`src/rtl/ovt_regs.vh`:
```
// Command codes, field layout, reset values and timing for the output voltage block
`ifndef OVT_REGS_VH
`define OVT_REGS_VH

// Command codes on the command port
`define OVT_CMD_FORMAT 8'h20
`define OVT_CMD_TARGET 8'h21

// Format byte layout
`define OVT_FMT_REL_BIT 7
`define OVT_FMT_MODE_HI 6
`define OVT_FMT_MODE_LO 5
`define OVT_FMT_EXP_HI 4
`define OVT_FMT_EXP_LO 0
`define OVT_MODE_LINEAR 2'h0

// Supported exponent window, two's complement
`define OVT_EXP_MAX 5'h1c
`define OVT_EXP_MIN 5'h14

// Values held before the first load from storage
`define OVT_FMT_RESET 8'h17
`define OVT_TARGET_RESET 16'h0000

// Reference slew tick
`define OVT_CLK_PERIOD_NS 5
`define OVT_TICK_NS 1000
`define OVT_TICK_CYCLES (`OVT_TICK_NS / `OVT_CLK_PERIOD_NS)

`endif

```
`src/rtl/ovt_top.v`:
```
// Output voltage format byte and target word with boot, restore, clamp and slew
`timescale 1ns/10ps
`include "ovt_regs.vh"

// Overview of operation
// - Format byte at code 20h: relative flag, mode field, five-bit exponent.
// - Bit 7 picks absolute (0) or relative (1); its default comes from storage.
// - Mode bits 6:5 are read-only and read 00b, linear; others are invalid.
// - Bits 4:0 hold a two's complement exponent, supported from -4 to -12.
// - Format byte is writable only while conversion is off; read-only otherwise.
// - A format change rescales stored dependent values to the new setting.
// - Values are taken in the format current at write, rescaled on later change.
// - 16-bit target at code 21h, word access; output slews toward it gradually.
// - Reset-configured power-good pin returns output and target to boot voltage.
// - Power-on or restore loads default from storage (select 0) or strap (1).
// - Boot voltage is kept apart from the target; target writes leave it alone.
// - After a fault, keep target (bit 0) or reload boot default (bit 1).
// - Target plus trim beyond limits clamps reference to the limit; a target write beyond them warns.
module ovt_top #(
  parameter TICK_CYCLES = `OVT_TICK_CYCLES
) (
  input wire mclk_in,
  input wire resetn_in,
  input wire cmd_valid_in,
  input wire cmd_write_in,
  input wire [7:0] cmd_code_in,
  input wire [15:0] cmd_wdata_in,
  input wire conv_enable_in,
  input wire power_good_reset_pin_in,
  input wire pin_is_reset_cfg_in,
  input wire strap_source_select_in,
  input wire fault_restart_default_in,
  input wire fault_shutdown_in,
  input wire restore_user_all_in,
  input wire [7:0] nvm_format_in,
  input wire [15:0] nvm_target_in,
  input wire [15:0] voltage_strap_pin_in,
  input wire [15:0] trim_in,
  input wire [15:0] limit_max_in,
  input wire [15:0] limit_min_in,
  input wire [15:0] output_slew_setting_in,
  output reg cmd_ready_out,
  output reg resp_valid_out,
  output reg [15:0] resp_data_out,
  output reg invalid_data_out,
  output reg invalid_cmd_out,
  output reg limit_warn_out,
  output reg relative_format_flag_out,
  output reg [4:0] exponent_out,
  output reg [15:0] target_out,
  output reg [15:0] boot_voltage_out,
  output wire [15:0] reference_out,
  output wire reference_settled_out
);

  localparam [2:0] S_INIT = 3'h0;
  localparam [2:0] S_IDLE = 3'h1;
  localparam [2:0] S_CV_TGT = 3'h2;
  localparam [2:0] S_CV_BOOT = 3'h3;
  localparam [2:0] S_CV_REF = 3'h4;

  // {over, under, clamped value} of target plus signed trim against the limits
  function [17:0] ovt_limit;
    input [15:0] tgt;
    input [15:0] trim;
    input [15:0] mx;
    input [15:0] mn;
    reg signed [17:0] sum;
    reg over;
    reg under;
    begin
      sum = $signed({2'b00, tgt}) + $signed({{2{trim[15]}}, trim});
      over = sum > $signed({2'b00, mx});
      under = sum < $signed({2'b00, mn});
      ovt_limit = {over, under, over ? mx : (under ? mn : sum[15:0])};
    end
  endfunction

  // Linear mode and exponent inside the supported window
  function fmt_ok;
    input [7:0] fmt;
    begin
      fmt_ok = (fmt[`OVT_FMT_MODE_HI:`OVT_FMT_MODE_LO] == `OVT_MODE_LINEAR) &&
               (fmt[`OVT_FMT_EXP_HI:`OVT_FMT_EXP_LO] >= `OVT_EXP_MIN) &&
               (fmt[`OVT_FMT_EXP_HI:`OVT_FMT_EXP_LO] <= `OVT_EXP_MAX);
    end
  endfunction

  reg [2:0] state_q;
  reg [2:0] state_d;
  reg [7:0] fmt_q;
  reg [7:0] fmt_new_q;
  reg [15:0] target_q;
  reg [15:0] boot_q;
  reg pg_meta_q;
  reg pg_sync_q;
  reg pg_prev_q;
  reg pgr_pend_q;
  reg flt_pend_q;
  reg rst_pend_q;

  wire cmd_take;
  wire wr_fmt;
  wire wr_tgt;
  wire rd_any;
  wire fmt_wr_good;
  wire [17:0] wr_chk;
  wire [17:0] goal_chk;
  wire [15:0] boot_src;
  wire pg_assert;
  wire svc_pgr;
  wire svc_flt;
  wire svc_rst;
  reg [15:0] cv_value;
  wire [15:0] cv_result;
  wire ramp_load;

  assign cmd_take = cmd_valid_in && cmd_ready_out;
  assign wr_fmt = cmd_take && cmd_write_in && (cmd_code_in == `OVT_CMD_FORMAT);
  assign wr_tgt = cmd_take && cmd_write_in && (cmd_code_in == `OVT_CMD_TARGET);
  assign rd_any = cmd_take && !cmd_write_in;
  assign fmt_wr_good = fmt_ok(cmd_wdata_in[7:0]);
  assign wr_chk = ovt_limit(cmd_wdata_in, trim_in, limit_max_in, limit_min_in);
  assign goal_chk = ovt_limit(target_q, trim_in, limit_max_in, limit_min_in);
  assign boot_src = strap_source_select_in ? voltage_strap_pin_in : nvm_target_in;

  ////////////////////////////////////////////////////////////////////////////
  // Reset pin: outside signal, synchronised before use

  always @(posedge mclk_in) begin
    if (!resetn_in) begin
      pg_meta_q <= 1'b0;
      pg_sync_q <= 1'b0;
      pg_prev_q <= 1'b0;
    end else begin
      pg_meta_q <= power_good_reset_pin_in;
      pg_sync_q <= pg_meta_q;
      pg_prev_q <= pg_sync_q;
    end
  end

  // Pin is active low; act on its falling edge only when set up as a reset
  assign pg_assert = pin_is_reset_cfg_in && pg_prev_q && !pg_sync_q;

  // Events wait for an idle cycle with no command; a new event beats its clear
  assign svc_rst = (state_q == S_IDLE) && !cmd_take && rst_pend_q;
  assign svc_pgr = (state_q == S_IDLE) && !cmd_take && !rst_pend_q && pgr_pend_q;
  assign svc_flt = (state_q == S_IDLE) && !cmd_take && !rst_pend_q && !pgr_pend_q && flt_pend_q;

  always @(posedge mclk_in) begin
    if (!resetn_in) begin
      pgr_pend_q <= 1'b0;
      flt_pend_q <= 1'b0;
      rst_pend_q <= 1'b0;
    end else begin
      pgr_pend_q <= pg_assert | (pgr_pend_q & ~svc_pgr);
      flt_pend_q <= fault_shutdown_in | (flt_pend_q & ~svc_flt);
      rst_pend_q <= restore_user_all_in | (rst_pend_q & ~svc_rst);
    end
  end

  ////////////////////////////////////////////////////////////////////////////
  // Rescaling after a format change, one stored value per cycle

  always @* begin
    case (state_q)
      S_CV_TGT: cv_value = target_q;
      S_CV_BOOT: cv_value = boot_q;
      S_CV_REF: cv_value = reference_out;
      default: cv_value = target_q;
    endcase
  end

  ovt_exp_convert u_conv (
    .value_in(cv_value),
    .exp_old_in(fmt_q[`OVT_FMT_EXP_HI:`OVT_FMT_EXP_LO]),
    .exp_new_in(fmt_new_q[`OVT_FMT_EXP_HI:`OVT_FMT_EXP_LO]),
    .value_out(cv_result)
  );

  always @* begin
    case (state_q)
      S_INIT: state_d = S_IDLE;
      S_IDLE: state_d = (wr_fmt && !conv_enable_in && fmt_wr_good) ? S_CV_TGT : S_IDLE;
      S_CV_TGT: state_d = S_CV_BOOT;
      S_CV_BOOT: state_d = S_CV_REF;
      S_CV_REF: state_d = S_IDLE;
      default: state_d = S_INIT;
    endcase
  end

  ////////////////////////////////////////////////////////////////////////////
  // Stored format, target and boot voltage

  always @(posedge mclk_in) begin
    if (!resetn_in) begin
      state_q <= S_INIT;
      fmt_q <= `OVT_FMT_RESET;
      fmt_new_q <= `OVT_FMT_RESET;
      target_q <= `OVT_TARGET_RESET;
      boot_q <= `OVT_TARGET_RESET;
    end else begin
      state_q <= state_d;
      case (state_q)
        S_INIT: begin
          // Defaults caught after reset release, mode bits forced linear
          fmt_q <= {nvm_format_in[`OVT_FMT_REL_BIT], `OVT_MODE_LINEAR,
                    nvm_format_in[`OVT_FMT_EXP_HI:`OVT_FMT_EXP_LO]};
          target_q <= boot_src;
          boot_q <= boot_src;
        end
        S_IDLE: begin
          if (wr_fmt && !conv_enable_in && fmt_wr_good) begin
            fmt_new_q <= {cmd_wdata_in[`OVT_FMT_REL_BIT], `OVT_MODE_LINEAR,
                          cmd_wdata_in[`OVT_FMT_EXP_HI:`OVT_FMT_EXP_LO]};
          end
          if (wr_tgt) begin
            target_q <= cmd_wdata_in;
          end
          if (svc_rst) begin
            fmt_q <= {nvm_format_in[`OVT_FMT_REL_BIT], `OVT_MODE_LINEAR,
                      nvm_format_in[`OVT_FMT_EXP_HI:`OVT_FMT_EXP_LO]};
            target_q <= boot_src;
            boot_q <= boot_src;
          end
          if (svc_pgr) begin
            target_q <= boot_q;
          end
          // Fault reload reuses the stored boot value; storage is not reread
          if (svc_flt && fault_restart_default_in) begin
            target_q <= boot_q;
          end
        end
        S_CV_TGT: target_q <= cv_result;
        S_CV_BOOT: boot_q <= cv_result;
        // Format switches last; until then the converter sees the old exponent
        S_CV_REF: fmt_q <= fmt_new_q;
        default: fmt_q <= fmt_q;
      endcase
    end
  end

  ////////////////////////////////////////////////////////////////////////////
  // Reference slewing toward the clamped goal

  assign ramp_load = (state_q == S_CV_REF);

  ovt_ramp #(
    .TICK_CYCLES(TICK_CYCLES)
  ) u_ramp (
    .mclk_in(mclk_in),
    .resetn_in(resetn_in),
    .goal_in(goal_chk[15:0]),
    .step_in(output_slew_setting_in),
    .load_in(ramp_load),
    .load_value_in(cv_result),
    .ref_out(reference_out),
    .at_goal_out(reference_settled_out)
  );

  ////////////////////////////////////////////////////////////////////////////
  // Command answers and flags

  always @(posedge mclk_in) begin
    if (!resetn_in) begin
      cmd_ready_out <= 1'b0;
      resp_valid_out <= 1'b0;
      resp_data_out <= 16'h0000;
      invalid_data_out <= 1'b0;
      invalid_cmd_out <= 1'b0;
      limit_warn_out <= 1'b0;
      relative_format_flag_out <= 1'b0;
      exponent_out <= 5'h00;
      target_out <= 16'h0000;
      boot_voltage_out <= 16'h0000;
    end else begin
      // Follows next state, so ready is low from the cycle after a good format write is taken with conversion off
      cmd_ready_out <= (state_d == S_IDLE);
      resp_valid_out <= rd_any && ((cmd_code_in == `OVT_CMD_FORMAT) || (cmd_code_in == `OVT_CMD_TARGET));
      if (rd_any && cmd_code_in == `OVT_CMD_FORMAT) begin
        resp_data_out <= {8'h00, fmt_q[`OVT_FMT_REL_BIT], `OVT_MODE_LINEAR,
                          fmt_q[`OVT_FMT_EXP_HI:`OVT_FMT_EXP_LO]};
      end else if (rd_any && cmd_code_in == `OVT_CMD_TARGET) begin
        resp_data_out <= target_q;
      end
      // Read-only while converting: write dropped without a flag
      invalid_data_out <= wr_fmt && !conv_enable_in && !fmt_wr_good;
      invalid_cmd_out <= cmd_take && (cmd_code_in != `OVT_CMD_FORMAT) && (cmd_code_in != `OVT_CMD_TARGET);
      limit_warn_out <= wr_tgt && (wr_chk[17] || wr_chk[16]);
      relative_format_flag_out <= fmt_q[`OVT_FMT_REL_BIT];
      exponent_out <= fmt_q[`OVT_FMT_EXP_HI:`OVT_FMT_EXP_LO];
      target_out <= target_q;
      boot_voltage_out <= boot_q;
    end
  end

endmodule

```
`src/rtl/ovt_exp_convert.v`:
```
// Rescales a linear-format value from one exponent to another
`timescale 1ns/10ps
module ovt_exp_convert (
  input wire [15:0] value_in,
  input wire [4:0] exp_old_in,
  input wire [4:0] exp_new_in,
  output reg [15:0] value_out
);

  reg signed [5:0] shift;
  reg [31:0] wide;

  // Larger old exponent means coarser LSB, so the mantissa grows
  always @* begin
    shift = $signed({exp_old_in[4], exp_old_in}) - $signed({exp_new_in[4], exp_new_in});
    wide = {16'h0000, value_in};
    if (shift >= 6'sd0) begin
      wide = wide << shift[3:0];
      // Saturate rather than wrap; a wrapped voltage would be dangerous
      value_out = (wide[31:16] != 16'h0000) ? 16'hffff : wide[15:0];
    end else begin
      wide = wide >> (-shift);
      value_out = wide[15:0];
    end
  end

endmodule

```
`src/rtl/ovt_ramp.v`:
```
// Moves the regulation reference toward its goal at a programmed step per tick
`timescale 1ns/10ps
module ovt_ramp #(
  parameter TICK_CYCLES = 200
) (
  input wire mclk_in,
  input wire resetn_in,
  input wire [15:0] goal_in,
  input wire [15:0] step_in,
  input wire load_in,
  input wire [15:0] load_value_in,
  output reg [15:0] ref_out,
  output reg at_goal_out
);

  reg [15:0] tick_cnt_q;
  wire tick;
  wire [15:0] up_gap;
  wire [15:0] dn_gap;

  assign tick = (tick_cnt_q == 16'h0000);
  assign up_gap = goal_in - ref_out;
  assign dn_gap = ref_out - goal_in;

  always @(posedge mclk_in) begin
    if (!resetn_in) begin
      tick_cnt_q <= 16'h0000;
      ref_out <= 16'h0000;
      at_goal_out <= 1'b0;
    end else begin
      tick_cnt_q <= tick ? TICK_CYCLES[15:0] - 16'h0001 : tick_cnt_q - 16'h0001;
      at_goal_out <= (ref_out == goal_in) && !load_in;
      if (load_in) begin
        ref_out <= load_value_in;
      end else if (tick) begin
        // Zero step means jump straight to the goal
        if (goal_in > ref_out) begin
          ref_out <= (step_in == 16'h0000 || up_gap <= step_in) ? goal_in : ref_out + step_in;
        end else if (goal_in < ref_out) begin
          ref_out <= (step_in == 16'h0000 || dn_gap <= step_in) ? goal_in : ref_out - step_in;
        end
      end
    end
  end

endmodule

```
`config.mk`:
```
export PLATFORM = sky130hd
export DESIGN_NAME = ovt_top
export DESIGN_NICKNAME = d
export VERILOG_FILES = /design/src/rtl/ovt_top.v /design/src/rtl/ovt_exp_convert.v /design/src/rtl/ovt_ramp.v
export VERILOG_INCLUDE_DIRS = /design/src /design/src/rtl
export SDC_FILE = /design/constraint.sdc
export NUM_CORES = 1
export LEC_CHECK = 0
export BUFFER_PORTS_ARGS = -buffer_cell sky130_fd_sc_hd__buf_4
export CAP_MARGIN = 20
export CORE_ASPECT_RATIO = 0.6
export CORE_MARGIN = 3
export CORE_UTILIZATION = 54
export CTS_CLUSTER_DIAMETER = 200
export CTS_CLUSTER_SIZE = 40
export DETAILED_ROUTE_END_ITERATION = 7
export PLACE_DENSITY_LB_ADDON = 0.15
export REMOVE_ABC_BUFFERS = 1
export SLEW_MARGIN = 20
export SYNTH_ARGS = -nofsm -noshare
export SYNTH_HDL_FRONTEND = slang
export SYNTH_SLANG_ARGS = --single-unit
```
`constraint.sdc`:
```
create_clock -name mclk_in -period 9.05 [get_ports mclk_in]
set_input_delay 1.81 -clock mclk_in [delete_from_list [all_inputs] [get_ports mclk_in]]
set_output_delay 1.81 -clock mclk_in [all_outputs]
set_load 0.02 [all_outputs]
```
==> results.md <==
- Outcome: complete, but fails checks
- Violations in the final reports: negative setup slack
- Gate Count Post-Synth: 2,056
- Tot GR Track Use: 0.3980
- Sequential share of power: 0.133
- Clk root buf: clkbuf_16
- Ant diodes: 0
- Post-synth top flop: dfxtp_1
- Worst R2R Setup Slack: between 0.8 and 0.9 ns
- Sw Share: 0.4829
- DRT iter0 DRCs: 2,291
- Total CTS buffers: 17
- Synth-to-layout area growth: 35.33%
- Worst Setup Slack, final: -0.1073 ns
- Die span in x: 225.2 microns
- Hold_buf cts: 0
- Number of synthesis warnings: 0
- Crit Path Category: in2reg
- Initial antenna violation count: 0
- WHS: 0.4429 ns
- Synth top area cells: dfxtp_1 19%, ha_1 15%, a21oi_1 5.8%
- Syn_area_per_cell: approximately 7.6 sq um
- Core Rows: 47
- I/O Buffers: around 210
- Sink Count: ~150
- Crit. Startpoint: trim_in[0]
- RSZ-0062 raised after global routing: yes
- Worst hold path class: reg2reg
- Share of cells above drive strength 1: 0.2960
- Post-synth top area cell: dfxtp_1
- Synth top area share: 0.1864
- VDD IR max: 0.0001954 V
- Sequential cell area fraction in the yosys report: 0.1864
- Final period util: 1.012
- CP startpoint kind: input pin
- Worst Reg-to-Reg Cells: 44
- Placed instance count: ~2,700
- DRT Pass-1 Iters: 8
- PwrDens: 319.2 nW/um^2
- Worst r2r dst: u_ramp.ref_out[4]$_SDFFE_PN0P_
- Placed inst area: 18,890 sq um
- Vias in the first global route: 16,753
- Mux share of post-synthesis cell area: 0.04637
- IO Count: 215
- Power share of the clock group: 0.113
- CTS clk-pin slew, worst paths: approximately 0.070 ns
- Worst EP arrival: 9.45 ns
- Number of max-cap violations: 0
- P_sw: 3248 uW
- Post-synth ARST share: 0
- Slew margin rel.: 0.2137
- Seq. cell area: 2903 sq um
- Full die area: 30,970 sq um
- Slew Limit Fails: 0
- Nets: approximately 2,800
- # DRC: 0
- Complex-gate fraction of the synthesized area: 0.3038
- Fin cells: 2,830
- CP most frequent cell: a21oi_2
- Area occupied by multi-input gates: 12,870 sq um
- Number of nets still failing antenna checks after routing: 0
- Chip height: 137.5 microns
- Crit. End Element: flop
- CP peak stage delay: slightly above 0.4 ns
- Drt total wl: 66.46 mm
- Mapped Area: 15,570 sq um
- Req. time, crit path: between 9 and 10 ns
- Final setup fails: 6
- Post-synth EDFFs: 0
- Final Cell Area: 21,070 sq um
- Initial Util: 0.5562
- Min cycle time layout: 9.157 ns
- Placer Congestion: 1.038
- CP endpoint: u_ramp.ref_out[9]$_SDFFE_PN0P_
- Via/cell ratio: approximately 6.6
- Clock skew: 0.01142 ns
- Vias: around 19,000
- Commonest cells in the netlist: 190 x ha_1, 183 x nand2_1, 181 x a21oi_1
- Post-Synth XOR/XNOR Area: 0.04500
- Fillers: about 2,100
- Largest family of logic cells by synthesized area: compound AO/OA/AOI/OAI gates
- Clock Latency Late Sink: 0.44 ns
- Internal cell power: around 3500 uW
- Simple-gate area share of the yosys netlist: 0.1981
- Cell at the slowest stage of the critical path: fa_2
- Combinational power share: 0.754
- F_max: 109.2 MHz
- Most common cell in the netlist: ha_1
- Post-Synth Adder-Cell Area: 0.1604
- DP HPWL: 49.78 mm
- # H-tree levels: 4
- CTS tree: done
- Core area: 27,990 sq um
- Crit path max fanout: 5
- Static leakage: 0.009757 uW
- Worst Max-Slew Pin Slew: 1.169 ns
- R2r startpoint: target_q[1]$_SDFFE_PN0P_
- Global-route wire length before repair: 95.59 mm
- Final hold vios: 0
- FF+latch count, synth: 145
- Clock Path Buffers: 2
- GRT overflow: 0
- Wirelength per Cell: 23.48 microns
- Library cells used by synthesis: 89
- Largest net degree at the start of global routing: 76
==> registers in the layout, indices dropped and copies added, names as in the netlist, 3 cells and up <==
signal and count:
exponent_out 5, boot_q 16, fmt_q 6, state_q 3, u_ramp.ref_out 16, target_out 16
boot_voltage_out 16, u_ramp.tick_cnt_q 16, resp_data_out 16, fmt_new_q 6, target_q 16
==> routing by layer <==
metal | track usage | part of all wire
met1 | 0.5605 | 0.41
met2 | 0.5900 | 0.42
met3 | 0.1184 | 0.14
met4 | 0.1096 | 0.032
met5 | 0 | 0
==> kinds of logic after synthesis <==
family / Yosys count
compound gates: 693
xor+xnor: 80
fa+ha+maj: 196
buf+inv: 244
flops: 145
mux: 60
simple gates: 638
==> final cells by class <==
| type | count | share of cell area |
|---|---|---|
| well taps | 367 | 0.02179 |
| clock inverters | 13 | 0.008372 |
| inverters | 135 | 0.02405 |
| multi-input cells | 1668 | 0.6106 |
| repair buffers | 483 | 0.1769 |
| flip-flops and latches | 145 | 0.1378 |
| clock buffers | 19 | 0.02055 |
==> critical path, delay by kind of cell <==
kind | cells | cell delay (ns)
and+or+nand+nor | 8 | 1.17
AOI/OAI and AO/OA | 21 | 3.62
xor gates and xnor gates | 2 | 0.29
buffers and inverters | 7 | 0.91
adders and majority gates | 5 | 1.64
==> power by group through the flow <==
stage	Clock [uW]	Sequential [uW]	Combinational (uW)
final	758	894	5070
after CTS	755	879	4180
after detailed placement	0	890	3880
after global placement	0	886	3790
after floorplan	0	857	2250
after global routing	780	891	5380
==> cell usage in the layout, fill, tap and decap left out, types with 35 or more instances in the layout <==
master and instances:
ha_1 176, o21ai_0 73, xnor2_1 45, a211oi_1 35
a21oi_2 35, mux2i_1 44, and2_1 50, dfxtp_1 145
a21oi_1 146, buf_4 464, inv_1 131, nand3_1 48
a21o_1 44, nand2_1 173, nor2_1 160, o21ai_1 41
==> worst min-delay path by stage <==
stage | startpoint | to | slack [ns] | cells past startpoint
after floorplan | pg_meta_q$_SDFF_PN0_ | pg_sync_q$_SDFF_PN0_ | 0.41 | 1
after global placement | pg_meta_q$_SDFF_PN0_ | pg_sync_q$_SDFF_PN0_ | 0.42 | 1
after detailed placement | pg_meta_q$_SDFF_PN0_ | pg_sync_q$_SDFF_PN0_ | 0.43 | 1
after CTS | pg_meta_q$_SDFF_PN0_ | pg_sync_q$_SDFF_PN0_ | 0.45 | 1
after global routing | pg_meta_q$_SDFF_PN0_ | pg_sync_q$_SDFF_PN0_ | 0.47 | 1
final | pg_meta_q$_SDFF_PN0_ | pg_sync_q$_SDFF_PN0_ | 0.44 | 1
==> what timing repair did <==
| item | 4_1_cts | 5_1_grt |
|---|---|---|
| gates cloned | 1 | 2 |
| gates resized for setup | 81 | 165 |
| setup endpoints to repair | 16 | 16 |
| setup buffers | 17 | 32 |
| pin swaps | 35 | 136 |
==> per-stage QoR <==
stage	setup TNS [ns]	worst slack (ns)	util	total power [uW]
2_1_floorplan	-3.544	-0.3600	-	3106
3_3_place_gp	-14.93	-1.125	0.6748	4673
3_5_place_dp	-16.08	-1.155	0.6748	4774
4_1_cts	-0.003099	-0.003099	0.7148	5810
5_1_grt	-3.546	-0.3198	0.7528	7047
6_report	-0.3852	-0.1073	0.7528	6726
No activity file was read; power rests on OpenSTA's default activity.
